**src/include/timer_wave_params.svh**
```systemverilog
// Constants for the timer waveform output control block.
// Assumes an 8-bit register port with separate data-space and I/O-space decode.
`ifndef TIMER_WAVE_PARAMS_SVH
`define TIMER_WAVE_PARAMS_SVH

// ============================================================
// Register map
`define WCA_DATA_ADDR 8'h44
`define WCA_IO_OFFSET 8'h20
`define WCA_IO_ADDR (`WCA_DATA_ADDR - `WCA_IO_OFFSET)
`define WCA_RESET 8'h00
`define WCA_WRITE_MASK 8'hf3

// ============================================================
// Field positions
`define OUT_MODE_A_HI 7
`define OUT_MODE_A_LO 6
`define OUT_MODE_B_HI 5
`define OUT_MODE_B_LO 4
`define WAVE_MODE_HI 1
`define WAVE_MODE_LO 0

// ============================================================
// Counter limits
`define COUNT_MAX 8'hff
`define COUNT_BOTTOM 8'h00
`define COUNT_ONE 8'h01

`endif

```
**src/include/timer_wave_pkg.sv**
```systemverilog
// Types shared by the timer waveform output control block.
// Assumes the constants header is included where numbers are needed.
`default_nettype none

package timer_wave_pkg;

	// ============================================================
	// Waveform modes, three bits
	typedef enum logic [2:0] {
		mode_normal = 3'b000,
		mode_phase_max = 3'b001,
		mode_match_clear = 3'b010,
		mode_fast_max = 3'b011,
		mode_rsvd_4 = 3'b100,
		mode_phase_cmp = 3'b101,
		mode_rsvd_6 = 3'b110,
		mode_fast_cmp = 3'b111
	} wave_mode_t;

	// Waveform families
	typedef enum logic [1:0] {
		family_plain = 2'b00,
		family_fast = 2'b01,
		family_phase = 2'b10
	} wave_family_t;

	// Output-mode codes
	typedef enum logic [1:0] {
		out_off = 2'b00,
		out_toggle = 2'b01,
		out_clear = 2'b10,
		out_set = 2'b11
	} out_mode_t;

endpackage

`default_nettype wire

```
**src/verilog/timer_wave_output.sv**
```systemverilog
// Waveform generation and compare output control of an 8-bit timer.
// Assumes compare values, direction bits and the high mode bit come from
// neighbouring registers, and that count_tick is the prescaled timer clock.
`include "timer_wave_params.svh"
`default_nettype none

module timer_wave_output (
	// Clock, reset, enable
	input wire logic clk,
	input wire logic reset,
	input wire logic clk_en,
	// Register port
	input wire logic [7:0] reg_addr,
	input wire logic reg_io_space,
	input wire logic reg_wr,
	input wire logic reg_rd,
	input wire logic [7:0] reg_wdata,
	output logic [7:0] reg_rdata,
	// Neighbouring register fields
	input wire logic wave_mode_bit2,
	input wire logic [7:0] compare_value_a,
	input wire logic [7:0] compare_value_b,
	input wire logic dir_a,
	input wire logic dir_b,
	input wire logic port_data_a,
	input wire logic port_data_b,
	// Timer clock
	input wire logic count_tick,
	// Counter state
	output logic [7:0] count_value,
	output logic count_up,
	output logic overflow_flag,
	output timer_wave_pkg::wave_mode_t wave_mode,
	// Pins
	output logic wave_out_a_pin,
	output logic wave_out_a_oe_n,
	output logic wave_out_b_pin,
	output logic wave_out_b_oe_n
);
	import timer_wave_pkg::*;

	// ============================================================
	// Functions

	// Next output level for one channel
	function automatic logic wave_next(
		input wave_family_t fam,
		input out_mode_t om,
		input logic toggle_ok,
		input logic cur,
		input logic match,
		input logic cmp_is_top,
		input logic at_top,
		input logic going_up
	);
		logic v;
		v = cur;
		unique case (fam)
			family_plain: begin
				if (match) begin
					unique case (om)
						out_off: v = cur;
						out_toggle: v = ~cur;
						out_clear: v = 1'b0;
						out_set: v = 1'b1;
					endcase
				end
			end
			family_fast: begin
				if (om == out_toggle) begin
					if (match && toggle_ok)
						v = ~cur;
				end else if (om != out_off) begin
					// BOTTOM action wins, so a compare at TOP is ignored
					if (at_top)
						v = (om == out_clear);
					else if (match && !cmp_is_top)
						v = (om == out_set);
				end
			end
			default: begin
				if (om == out_toggle) begin
					if (match && toggle_ok)
						v = ~cur;
				end else if (om != out_off) begin
					if (cmp_is_top) begin
						if (at_top)
							v = (om == out_clear);
					end else if (match) begin
						v = going_up ? (om == out_set) : (om == out_clear);
					end
				end
			end
		endcase
		return v;
	endfunction

	// ============================================================
	// Register decode
	logic [7:0] control;
	wire reg_hit = reg_io_space ? (reg_addr == `WCA_IO_ADDR)
		: (reg_addr == `WCA_DATA_ADDR);
	wire reg_write = clk_en && reg_wr && reg_hit;
	wire reg_read = clk_en && reg_rd;

	// Control register, reserved bits stay zero
	always_ff @(posedge clk) begin
		if (reset)
			control <= `WCA_RESET;
		else if (reg_write)
			control <= reg_wdata & `WCA_WRITE_MASK;
	end

	// Read data is registered; unmapped reads return zero
	always_ff @(posedge clk) begin
		if (reset)
			reg_rdata <= 8'h00;
		else if (reg_read)
			reg_rdata <= reg_hit ? control : 8'h00;
	end

	// ============================================================
	// Mode decode
	wire out_mode_t out_mode_a = out_mode_t'({control[`OUT_MODE_A_HI], control[`OUT_MODE_A_LO]});
	wire out_mode_t out_mode_b = out_mode_t'({control[`OUT_MODE_B_HI], control[`OUT_MODE_B_LO]});
	assign wave_mode = wave_mode_t'({wave_mode_bit2,
		control[`WAVE_MODE_HI:`WAVE_MODE_LO]});

	wave_family_t family;
	logic top_from_cmp;
	logic ovf_at_top;
	// Family, TOP source and overflow point per mode
	always_comb begin
		family = family_plain;
		top_from_cmp = 1'b0;
		ovf_at_top = 1'b0;
		unique case (wave_mode)
			mode_normal: family = family_plain;
			mode_match_clear: top_from_cmp = 1'b1;
			mode_phase_max: family = family_phase;
			mode_phase_cmp: begin
				family = family_phase;
				top_from_cmp = 1'b1;
			end
			mode_fast_max: family = family_fast;
			mode_fast_cmp: begin
				family = family_fast;
				top_from_cmp = 1'b1;
				ovf_at_top = 1'b1;
			end
			mode_rsvd_4: family = family_plain;
			mode_rsvd_6: family = family_plain;
		endcase
	end

	// ============================================================
	// Compare buffering
	logic [7:0] cmp_buf_a;
	logic [7:0] cmp_buf_b;
	wire pwm = (family != family_plain);
	// Non-PWM modes see writes at once; PWM modes see the buffer
	wire [7:0] cmp_a = pwm ? cmp_buf_a : compare_value_a;
	wire [7:0] cmp_b = pwm ? cmp_buf_b : compare_value_b;
	wire [7:0] top = top_from_cmp ? cmp_a : `COUNT_MAX;
	wire at_top = (count_value == top);
	wire at_bottom = (count_value == `COUNT_BOTTOM);
	wire tick = clk_en && count_tick;

	// Buffer loads at TOP for phase PWM, at BOTTOM for fast PWM
	wire buf_load = !pwm
		|| (family == family_phase && at_top)
		|| (family == family_fast && at_bottom);

	always_ff @(posedge clk) begin
		if (reset) begin
			cmp_buf_a <= 8'h00;
			cmp_buf_b <= 8'h00;
		end else if (clk_en && buf_load) begin
			cmp_buf_a <= compare_value_a;
			cmp_buf_b <= compare_value_b;
		end
	end

	// ============================================================
	// Counter
	logic [7:0] next_count;
	logic next_up;
	logic next_ovf;
	always_comb begin
		next_count = count_value + `COUNT_ONE;
		next_up = count_up;
		next_ovf = 1'b0;
		if (family == family_phase) begin
			// Dual slope: TOP and BOTTOM each last one tick
			if (count_up && at_top) begin
				next_count = count_value - `COUNT_ONE;
				next_up = 1'b0;
			end else if (!count_up && at_bottom) begin
				next_count = count_value + `COUNT_ONE;
				next_up = 1'b1;
			end else if (!count_up) begin
				next_count = count_value - `COUNT_ONE;
			end
			next_ovf = !count_up && (count_value == `COUNT_ONE);
		end else begin
			if (at_top)
				next_count = `COUNT_BOTTOM;
			next_up = 1'b1;
			next_ovf = ovf_at_top ? at_top
				: (count_value == `COUNT_MAX);
		end
	end

	always_ff @(posedge clk) begin
		if (reset) begin
			count_value <= `COUNT_BOTTOM;
			count_up <= 1'b1;
		end else if (tick) begin
			count_value <= next_count;
			count_up <= next_up;
		end
	end

	// Overflow pulse marks the tick on which the counter leaves MAX (TOP in mode_fast_cmp), or reaches BOTTOM in phase modes
	always_ff @(posedge clk) begin
		if (reset)
			overflow_flag <= 1'b0;
		else if (clk_en)
			overflow_flag <= tick && next_ovf;
	end

	// ============================================================
	// Waveform outputs
	logic wave_a;
	logic wave_b;
	wire match_a = tick && (count_value == cmp_a);
	wire match_b = tick && (count_value == cmp_b);
	wire top_tick = tick && at_top;
	wire next_wave_a = wave_next(family, out_mode_a, wave_mode_bit2, wave_a, match_a,
		cmp_a == top, top_tick, count_up);
	// Channel B never toggles in PWM, code 01 stays inert
	wire next_wave_b = wave_next(family, out_mode_b, 1'b0, wave_b, match_b,
		cmp_b == top, top_tick, count_up);

	always_ff @(posedge clk) begin
		if (reset) begin
			wave_a <= 1'b0;
			wave_b <= 1'b0;
		end else if (clk_en) begin
			wave_a <= next_wave_a;
			wave_b <= next_wave_b;
		end
	end

	// ============================================================
	// Pin override
	// PWM code 01 on A is disconnected unless bit2 is set
	wire a_disc = pwm && (out_mode_a == out_toggle) && !wave_mode_bit2;
	wire b_disc = pwm && (out_mode_b == out_toggle);
	wire a_conn = (out_mode_a != out_off) && !a_disc;
	wire b_conn = (out_mode_b != out_off) && !b_disc;

	// Waveform replaces the port data only when connected
	assign wave_out_a_pin = a_conn ? wave_a : port_data_a;
	assign wave_out_b_pin = b_conn ? wave_b : port_data_b;
	// The direction bit alone enables the driver
	assign wave_out_a_oe_n = !dir_a;
	assign wave_out_b_oe_n = !dir_b;

endmodule // timer_wave_output

`default_nettype wire

```
**config.mk**
```make
export PLATFORM = sky130hd
export DESIGN_NAME = timer_wave_output
export DESIGN_NICKNAME = d
export VERILOG_FILES = /design/src/include/timer_wave_pkg.sv /design/src/verilog/timer_wave_output.sv
export VERILOG_INCLUDE_DIRS = /design/src /design/src/include
export SDC_FILE = /design/constraint.sdc
export NUM_CORES = 1
export LEC_CHECK = 0
export BUFFER_PORTS_ARGS = -buffer_cell sky130_fd_sc_hd__buf_2
export CORE_ASPECT_RATIO = 0.6
export CORE_MARGIN = 2
export CORE_UTILIZATION = 60
export DETAILED_ROUTE_END_ITERATION = 8
export GPL_TIMING_DRIVEN = 1
export MAX_ROUTING_LAYER = met4
export PLACE_DENSITY_LB_ADDON = 0.15
export SYNTH_ARGS = -nofsm -noshare
export SYNTH_HDL_FRONTEND = slang
export SYNTH_SLANG_ARGS = --single-unit
export TNS_END_PERCENT = 5
```
**constraint.sdc**
```tcl
create_clock -name clk -period 5.7 [get_ports clk]
set_clock_uncertainty 0.2 [all_clocks]
set_input_delay 0.855 -clock clk [delete_from_list [all_inputs] [get_ports clk]]
set_output_delay 0.855 -clock clk [all_outputs]
set_load 0.02 [all_outputs]
```
# [Word level (Yosys, flattened, before mapping)]
# Index checks and enable logic that the tools add are counted.
[op_classes] order_cmp=0 mul=0 addsub=2 n_reduce_logical=48 n_bitwise=2 muxes=47 shifts=0 n_eq_ne=37 div=0
[op_table] operator="$mux 8" count=9
[op_table] operator="$eq 8x8->1" count=5
[op_table] operator="$mux 1" count=33
[op_table] operator="$logic_and 1x1->1" count=22
[op_table] operator="$eq 2x2->1 const B" count=5
[op_table] operator="$ne 2x2->1 const B" count=5
[op_table] operator="$ne 5x5->1 const B" count=2
[op_table] operator="$reduce_and 10->1" count=1
[op_table] operator="$logic_not 1->1" count=9
[op_table] operator="$add 8x1->8 const B" count=1
[op_table] operator="$eq 8x1->1 const B" count=1
[op_table] operator="$eq 8x6->1 const B" count=1
[op_table] operator="$eq 8x7->1 const B" count=1
[op_table] operator="$eq 8x8->1 const B" count=1
[op_table] operator="$logic_not 8->1" count=1
[op_table] operator="$reduce_and 8->1" count=1
[op_table] operator="$reduce_bool 2->1" count=4
[op_table] operator="$sub 8x1->8 const B" count=1
[op_table] operator="$eq 2x1->1 const B" count=3
[op_table] operator="$eq 3x2->1 const B" count=2
[op_table] operator="$eq 3x3->1 const B" count=2
[op_table] operator="$logic_not 2->1" count=3
[op_table] operator="$ne 3x1->1 const B" count=2
[op_table] operator="$pmux 1 s3" count=2
[op_table] operator="other kinds (14)" count=19
[word_totals] latchBits=0 memories=0 in_bits=44 rom_bits=0 ram_bits=0 reg_bits=42 word_cells=145

# [Logic depth before layout (Yosys ltp)]
# Gate-level depths: netlist (run 1).
[depth] word_depth=14 depth_mapped=12 mapped_depth_nobuf=9

# [Worst setup path after synthesis (run 1)]
# No wires, ideal clock.
[synth_timing] path_type="input to register" startpoint="input wave_mode_bit2" endpoint="register count_value[3]" n_path_buf=1 required_time_ps=5426 setup_slack_ps=2508 stages=9 t_arrival_ps=2917 cell_sequence="or3b_4 a2111oi_4 a221o_2 nand4_4 mux2_2 buf_6 mux2i_1 mux2_1 a31oi_1"
[synth_between] elab_chain_len=10
[synth_rtl] element="from (decl)" line_no="timer_wave_output.sv:20" rtl="input wire logic wave_mode_bit2,"
[synth_rtl] element="$eq 3x3->1 (tied with other cells)" line_no="timer_wave_output.sv:137" rtl="unique case (wave_mode)"
[synth_rtl] element="$reduce_or 2->1 (no source line)"
[synth_rtl] element="$pmux 2 s2" line_no="timer_wave_output.sv:137"
[synth_rtl] element="$reduce_bool 2->1" line_no="timer_wave_output.sv:160" rtl="wire pwm = (family != family_plain);"
[synth_rtl] element="$mux 8" line_no="timer_wave_output.sv:162" rtl="wire [7:0] cmp_a = pwm ? cmp_buf_a : compare_value_a;"
[synth_rtl] element="$mux 8 (no source line)"
[synth_rtl] element="$eq 8x8->1" line_no="timer_wave_output.sv:165" rtl="wire at_top = (count_value == top);"
[synth_rtl] element="$logic_and 1x1->1" line_no="timer_wave_output.sv:195" rtl="if (count_up && at_top) begin"
[synth_rtl] element="$mux 8" line_no="timer_wave_output.sv:195"
[synth_rtl] element="$mux 8 (*)" line_no="timer_wave_output.sv:193" rtl="if (family == family_phase) begin"
[synth_rtl] element="to (signal assigned)" line_no="timer_wave_output.sv:216" rtl="count_value <= `COUNT_BOTTOM;"
[synth_rtl] element="to (signal assigned)" line_no="timer_wave_output.sv:219" rtl="count_value <= next_count;"
[synth_rtl] element="to (decl)" line_no="timer_wave_output.sv:30" rtl="output logic [7:0] count_value,"
# Mark *: on every way between the ends. The rest lies on a longest branch, timed or not.
# A chain may end at the register's enable or synchronous reset.

# [Final worst setup path (run 1)]
[layout_timing] startpoint="register control[0]" endpoint="register cmp_buf_a[4]"
[layout_between] elab_chain_len=11
[layout_rtl] element="from (decl)" line_no="timer_wave_output.sv:100" rtl="logic [7:0] control;"
[layout_rtl] element="from (signal assigned)" line_no="timer_wave_output.sv:109" rtl="control <= `WCA_RESET;"
[layout_rtl] element="from (signal assigned)" line_no="timer_wave_output.sv:111" rtl="control <= reg_wdata & `WCA_WRITE_MASK;"
[layout_rtl] element="$eq 3x3->1 (tied with other cells)" line_no="timer_wave_output.sv:137"
[layout_rtl] element="$reduce_or 2->1 (no source line)"
[layout_rtl] element="$pmux 2 s2" line_no="timer_wave_output.sv:137"
[layout_rtl] element="$reduce_bool 2->1" line_no="timer_wave_output.sv:160"
[layout_rtl] element="$mux 8" line_no="timer_wave_output.sv:162"
[layout_rtl] element="$mux 8 (no source line)"
[layout_rtl] element="$eq 8x8->1" line_no="timer_wave_output.sv:165"
[layout_rtl] element="$logic_and 1x1->1" line_no="timer_wave_output.sv:171" rtl="|| (family == family_phase && at_top)"
[layout_rtl] element="$logic_or 1x1->1" line_no="timer_wave_output.sv:171"
[layout_rtl] element="$logic_or 1x1->1 (*)" line_no="timer_wave_output.sv:172" rtl="|| (family == family_fast && at_bottom);"
[layout_rtl] element="$logic_and 1x1->1 (*)" line_no="timer_wave_output.sv:178" rtl="end else if (clk_en && buf_load) begin"
[layout_rtl] element="to (signal assigned)" line_no="timer_wave_output.sv:179" rtl="cmp_buf_a <= compare_value_a;"
[layout_rtl] element="to (decl)" line_no="timer_wave_output.sv:158" rtl="logic [7:0] cmp_buf_a;"
# Marked as above.

==> out/results.tsv, run 1 <==
stage	metric	value	unit
cts	post_cts_resized	0	
setup_path	worstReg2RegEnd	cmp_buf_a[4]	
pwr	p_sw	0.191	mW
pwr	clockPowerShare	37.9	%
route	routedWlPerCell	16.3	um
synth	synthCells	428	
setup_path	slowest_stage	o21ai_2	
finish	layout_commonest_cell	buf_2	
timing	slew_viol_final	0	
setup_path	end_kind	register	
cts	cts_hold_buf	0	
setup_path	path_cells	buf_4 > and2_1 > o22ai_1 > a221o_2 > nand4_4 > o21ai_0 > o21ai_2 > mux2i_1 > nor2_1	
setup_path	crit_arrival	3.79	ns
timing	fmax	0.262	GHz
min_path	min_from	reg_rdata[7]	
cts	clock_latency	0.31	ns
floorplan	die_area	0.00633	mm2
route	vias	3276	
route	ant_nets	0	
min_path	hold_class	reg2reg	
synth	synth_largest_area_cell	dfxtp_1	
timing	fin_hold_ws	0.249	ns
setup_path	cpPeakStageDelay	0.88	ns
setup_path	cpLargestDelayFamily	compound AO/OA/AOI/OAI gates	
setup_path	path_max_fanout	31	
timing	fin_setup_tns	0	ns
setup_path	critPathKind	reg2reg	
pwr	power_density	174	mW/mm2
synth	synth-seq-cells	40	
finish	layout.nets	513	
global_route	first_global_vias	2850	
status	status	finished clean	
placed_design	dp.cells	539	
synth	syn-cell-area	0.00341	mm2
timing	rsz0062_at_grt	false	
pwr	p_leak	1.50	nW
min_path	whs_path_depth	2	
synth	yosys.cell_types.count	74	
placed_design	place_congestion	0.906	
finish	final-seq-area	802	um2
floorplan	io-pin-count	69	
placed_design	portBuffers	64	
finish	areaGrowthSynthToFinish	10.1	%
synth	synth.avg_cell_area	7.97	um2
route	wl	8910	um
finish	drive_above_1_share	21.8	%
run	drv_cap	0	
timing	setup_viol	0	
cts	post_cts_buffers	0	
synth	yosysWarnings	0	
pwr	p_seq_share	45.8	%
global_route	overflow	0	
global_route	track_usage	30.1	%
setup_path	crit_required	5.67	ns
route	vias_per_cell	5.99	
setup_path	reg2reg_depth	9	
cts	cts_tree	yes	
pwr	switching_share	29.2	%
setup_path	timing.rr.start	control[0]	
finish	nFillCells	474	
cts	clockBufferDepth	2	
pwr	p_int	0.462	mW
synth	synthArstFlopShare	0	%
route	first_pass_iters	5	
setup_path	crit_buf_inv	1	
placed_design	hpwl	6540	um
setup_path	ff2ff_setup_slack	1.88	ns
synth	synth-main-ff-cell	dfxtp_1	
global_route	grt_max_degree	38	
global_route	antenna_found_initial	0	
timing	fin_crit_sh	67.0	%
synth	synth_top_area_share	23.5	%
finish	multiInputGateArea	0.00236	mm2
pwr	p_total	0.652	mW
min_path	min_to	reg_rdata[7]	
finish	antenna_cells	0	
timing	tightest_slew	1.11	ns
cts	ctsRootBufferMaster	clkbuf_8	
timing	relSlewSlack	26.0	%
timing	fin_crit	3.82	ns
cts	numCtsBuffers	5	
pwr	ir_worst_vdd	0.0971	mV
floorplan	start_util	61.6	%
global_route	grt_first_pass_wirelength	14700	um
cts	cts_max_level	2	
floorplan	core_region_area	0.00554	mm2
synth	synth_area_leaders	dfxtp_1, mux2i_1, nor2_1	
finish	fin_cells	547	
finish	final_cell_mix	buf_2, nor2_1, mux2i_1, dfxtp_1, nand2_1	
cts	clk_pin_slew	0.09	ns
timing	hold_viol	0	
synth	yosysSeqAreaShare	23.5	%
floorplan	row_count	21	
route	drt_iter0_markers	297	
cts	clock_sinks	40	
setup_path	start_kind	register	
pwr	power_frac_comb	16.3	%
floorplan	fp.dieH	62.4	um
floorplan	die_x	101	um
route	drc	0	
synth	synth_edf_count	0	
## layout make-up
type / instances / area share [%]
multi-input cells: 340 / 62.9
flip-flops and latches: 40 / 21.3
repair buffers: 65 / 8.72
well taps: 80 / 2.66
clock buffers: 5 / 1.83
inverters: 14 / 1.40
clock inverters: 3 / 1.13
## per-layer routing
layer	vias up	wire, um	global-route usage [%]
li1	1617	-	-
met3	16	828	4.25
met2	146	3790	42.5
met5	-	0	-
met1	1497	4190	45.3
met4	0	106	7.09
## worst min-delay path: stages (launching register included)
cell and delay (ns):
dfxtp_1 0.31, nand2_1 0.05, a21oi_1 0.05
## synth_stat cells, types with 8 or more instances
cell	number
nand3_1	22
clkbuf_1	18
mux2_2	8
xnor2_1	15
xor2_1	10
dfxtp_1	40
inv_1	14
nand2_1	36
nor3_1	14
o21ai_0	21
a21oi_1	21
nor2_1	43
mux2i_1	41
## kinds of logic after synthesis
logic type / share of synthesized area [%]
AO/OA/AOI/OAI: 18.2
XOR/XNOR: 6.41
adder cells (fa/ha/maj): 1.10
buffers and inverters: 7.40
flip-flops: 23.5
multiplexers: 15.4
other: 0.110
AND/OR/NAND/NOR: 27.9
## stage by stage
step | instance area [um2] | util (%) | worst slack, ns
after floorplan | 3420 | - | 2.51
after global placement | 3650 | 65.8 | 1.99
after detailed placement | 3650 | 65.8 | 1.90
after CTS | 3760 | 67.8 | 1.91
after global routing | 3760 | 67.8 | 1.64
final | 3760 | 67.8 | 1.88
## worst max-delay path by stage
| stage | startpoint | end | slack [ns] | depth (start not counted) |
|---|---|---|---|---|
| floorplan | wave_mode_bit2 | count_value[3] | 2.51 | 9 |
| global placement | compare_value_a[3] | cmp_buf_b[3] | 1.99 | 9 |
| detailed placement | compare_value_a[1] | cmp_buf_a[4] | 1.90 | 9 |
| CTS | control[0] | cmp_buf_a[4] | 1.91 | 9 |
| global route | control[0] | cmp_buf_a[4] | 1.64 | 9 |
| finish | control[0] | cmp_buf_a[4] | 1.88 | 9 |
## state kept, by name, indices dropped and copies added, names as in the netlist
register       count
cmp_buf_a          8
cmp_buf_b          8
count_value        8
control            6
reg_rdata          6
count_up           1
overflow_flag      1
wave_a             1
wave_b             1
## power groups by stage
stage / clock, mW / sequential (mW) / combinational, mW
floorplan: 0 / 0.302 / 0.0740
global placement: 0 / 0.305 / 0.102
detailed placement: 0 / 0.305 / 0.105
CTS: 0.246 / 0.299 / 0.105
global route: 0.260 / 0.301 / 0.118
finish: 0.247 / 0.299 / 0.107
Power figures use the tool's default switching activity.
==> inputs of run 2 (changes only) <==
- CORE_UTILIZATION: 60 -> 56
- clock period: 5.7 -> 3.7 ns (I/O delays scaled with it)
==> run 2 against run 1 <==
Compared with the run above:
- final cell count rose by 1.8%
- flip-flop and latch count unchanged
- hold slack better by 0.0021 ns
- combinational power is 58% higher
- core utilization down 1.3 points
- clock power rose by 21%
- worst setup slack got worse by 1.6 ns
==> out/results.tsv, run 2 (synthesis results as in run 1) <==
stage	metric	value	unit
timing	hold_viol	0	
timing	fin_crit_sh	91.4	%
cts	clk_pin_slew	0.09	ns
placed_design	dp.cells	549	
cts	post_cts_buffers	0	
cts	clock_latency	0.30	ns
pwr	p_total	0.929	mW
global_route	overflow	0	
setup_path	critPathKind	reg2reg	
finish	areaGrowthSynthToFinish	11.6	%
placed_design	place_congestion	0.903	
finish	layout.nets	523	
route	vias_per_cell	6.02	
setup_path	crit_buf_inv	0	
cts	cts_tree	yes	
global_route	grt_first_pass_wirelength	14500	um
floorplan	io-pin-count	69	
setup_path	end_kind	register	
global_route	track_usage	27.4	%
timing	slew_viol_final	0	
route	first_pass_iters	7	
placed_design	portBuffers	64	
setup_path	path_max_fanout	30	
setup_path	cpPeakStageDelay	0.78	ns
floorplan	row_count	21	
floorplan	start_util	59.6	%
finish	drive_above_1_share	23.5	%
cts	cts_max_level	2	
cts	clockBufferDepth	2	
cts	ctsRootBufferMaster	clkbuf_8	
floorplan	die_area	0.00676	mm2
finish	antenna_cells	0	
route	ant_nets	0	
timing	setup_viol	0	
cts	post_cts_resized	0	
timing	fmax	0.296	GHz
finish	nFillCells	504	
finish	multiInputGateArea	0.00236	mm2
timing	tightest_slew	0.755	ns
timing	rsz0062_at_grt	false	
route	wl	9070	um
setup_path	cpLargestDelayFamily	multiplexers	
placed_design	hpwl	6780	um
setup_path	crit_required	3.72	ns
cts	cts_hold_buf	0	
cts	clock_sinks	40	
setup_path	slowest_stage	dfxtp_2	
finish	final-seq-area	802	um2
timing	relSlewSlack	49.7	%
placed_design	post-place-ws	0.380	ns
finish	reg_top3	cmp_buf_a (8), cmp_buf_b (8), count_value (8)	
timing	postLayoutSetupSlackWorst	0.317	ns
setup_path	crit_arrival	3.40	ns
global_route	first_global_vias	2901	
route	drt_iter0_markers	263	
route	routedWlPerCell	16.3	um
finish	fin_cells	557	
timing	fin_crit	3.38	ns
floorplan	die_x	105	um
run	drv_cap	0	
route	vias	3351	
min_path	hold_class	reg2reg	
global_route	antenna_found_initial	0	
pwr	p_leak	1.55	nW
cts	numCtsBuffers	5	
setup_path	path_cells	mux2_2 > a211oi_1 > a221o_2 > nand4_4 > mux2_2 > mux2i_1 > mux2_1 > a31oi_1	
floorplan	core_region_area	0.00573	mm2
timing	fin_setup_tns	0	ns
pwr	power_density	244	mW/mm2
finish	layout_commonest_cell	buf_2	
status	status	finished clean	
setup_path	start_kind	register	
setup_path	cpMostUsedCell	mux2_2	
pwr	ir_worst_vdd	0.129	mV
floorplan	fp.dieH	64.5	um
route	drc	0	
finish	final_cell_mix	buf_2, nor2_1, mux2i_1, dfxtp_1, nand2_1	
global_route	grt_max_degree	38	
run 2: metal layers:
layer,global-route usage [%],vias to the layer above,wire length [um]
met4,3.83,0,38
met1,38.5,1523,4150
met5,-,-,0
met3,5.13,10,911
met2,42.3,179,3980
li1,-,1639,-
run 2: layout make-up:
class | instances | share of cell area (%)
clock inverters | 3 | 0.493
well taps | 80 | 2.63
clock buffers | 5 | 1.81
flip-flops and latches | 40 | 21.1
repair buffers | 75 | 10.6
inverters | 14 | 1.38
multi-input cells | 340 | 62.1
run 2: path summary, 6_finish.rpt:
path / from / to / slack (ns) / cells past startpoint
min reg2reg: reg_rdata[5] / reg_rdata[5] / 0.25 / 2
max reg2reg: control[0] / count_value[3] / 0.32 / 8
min: reg_rdata[5] / reg_rdata[5] / 0.25 / 2
max: control[0] / count_value[3] / 0.32 / 8
run 2: metrics by stage:
stage               hold WS [ns]  cell area, um2  utilization [%]
floorplan                  0.258            3420                -
global placement           0.238            3720             65.0
detailed placement         0.243            3720             65.0
CTS                        0.254            3810             66.5
global route               0.268            3810             66.5
finish                     0.251            3810             66.5
run 2: power breakdown:
part           switching (mW)  internal [mW]  leakage [nW]
logic                  0.0981         0.0712          1.17
clock network           0.167          0.132        0.0479
registers              0.0174          0.443         0.327
run 2: worst min-delay path: cells and delay by family, from the launching register on:
family          cells  cell delay [ns]
simple gates        1             0.05
compound gates      1             0.05
flops               1             0.31
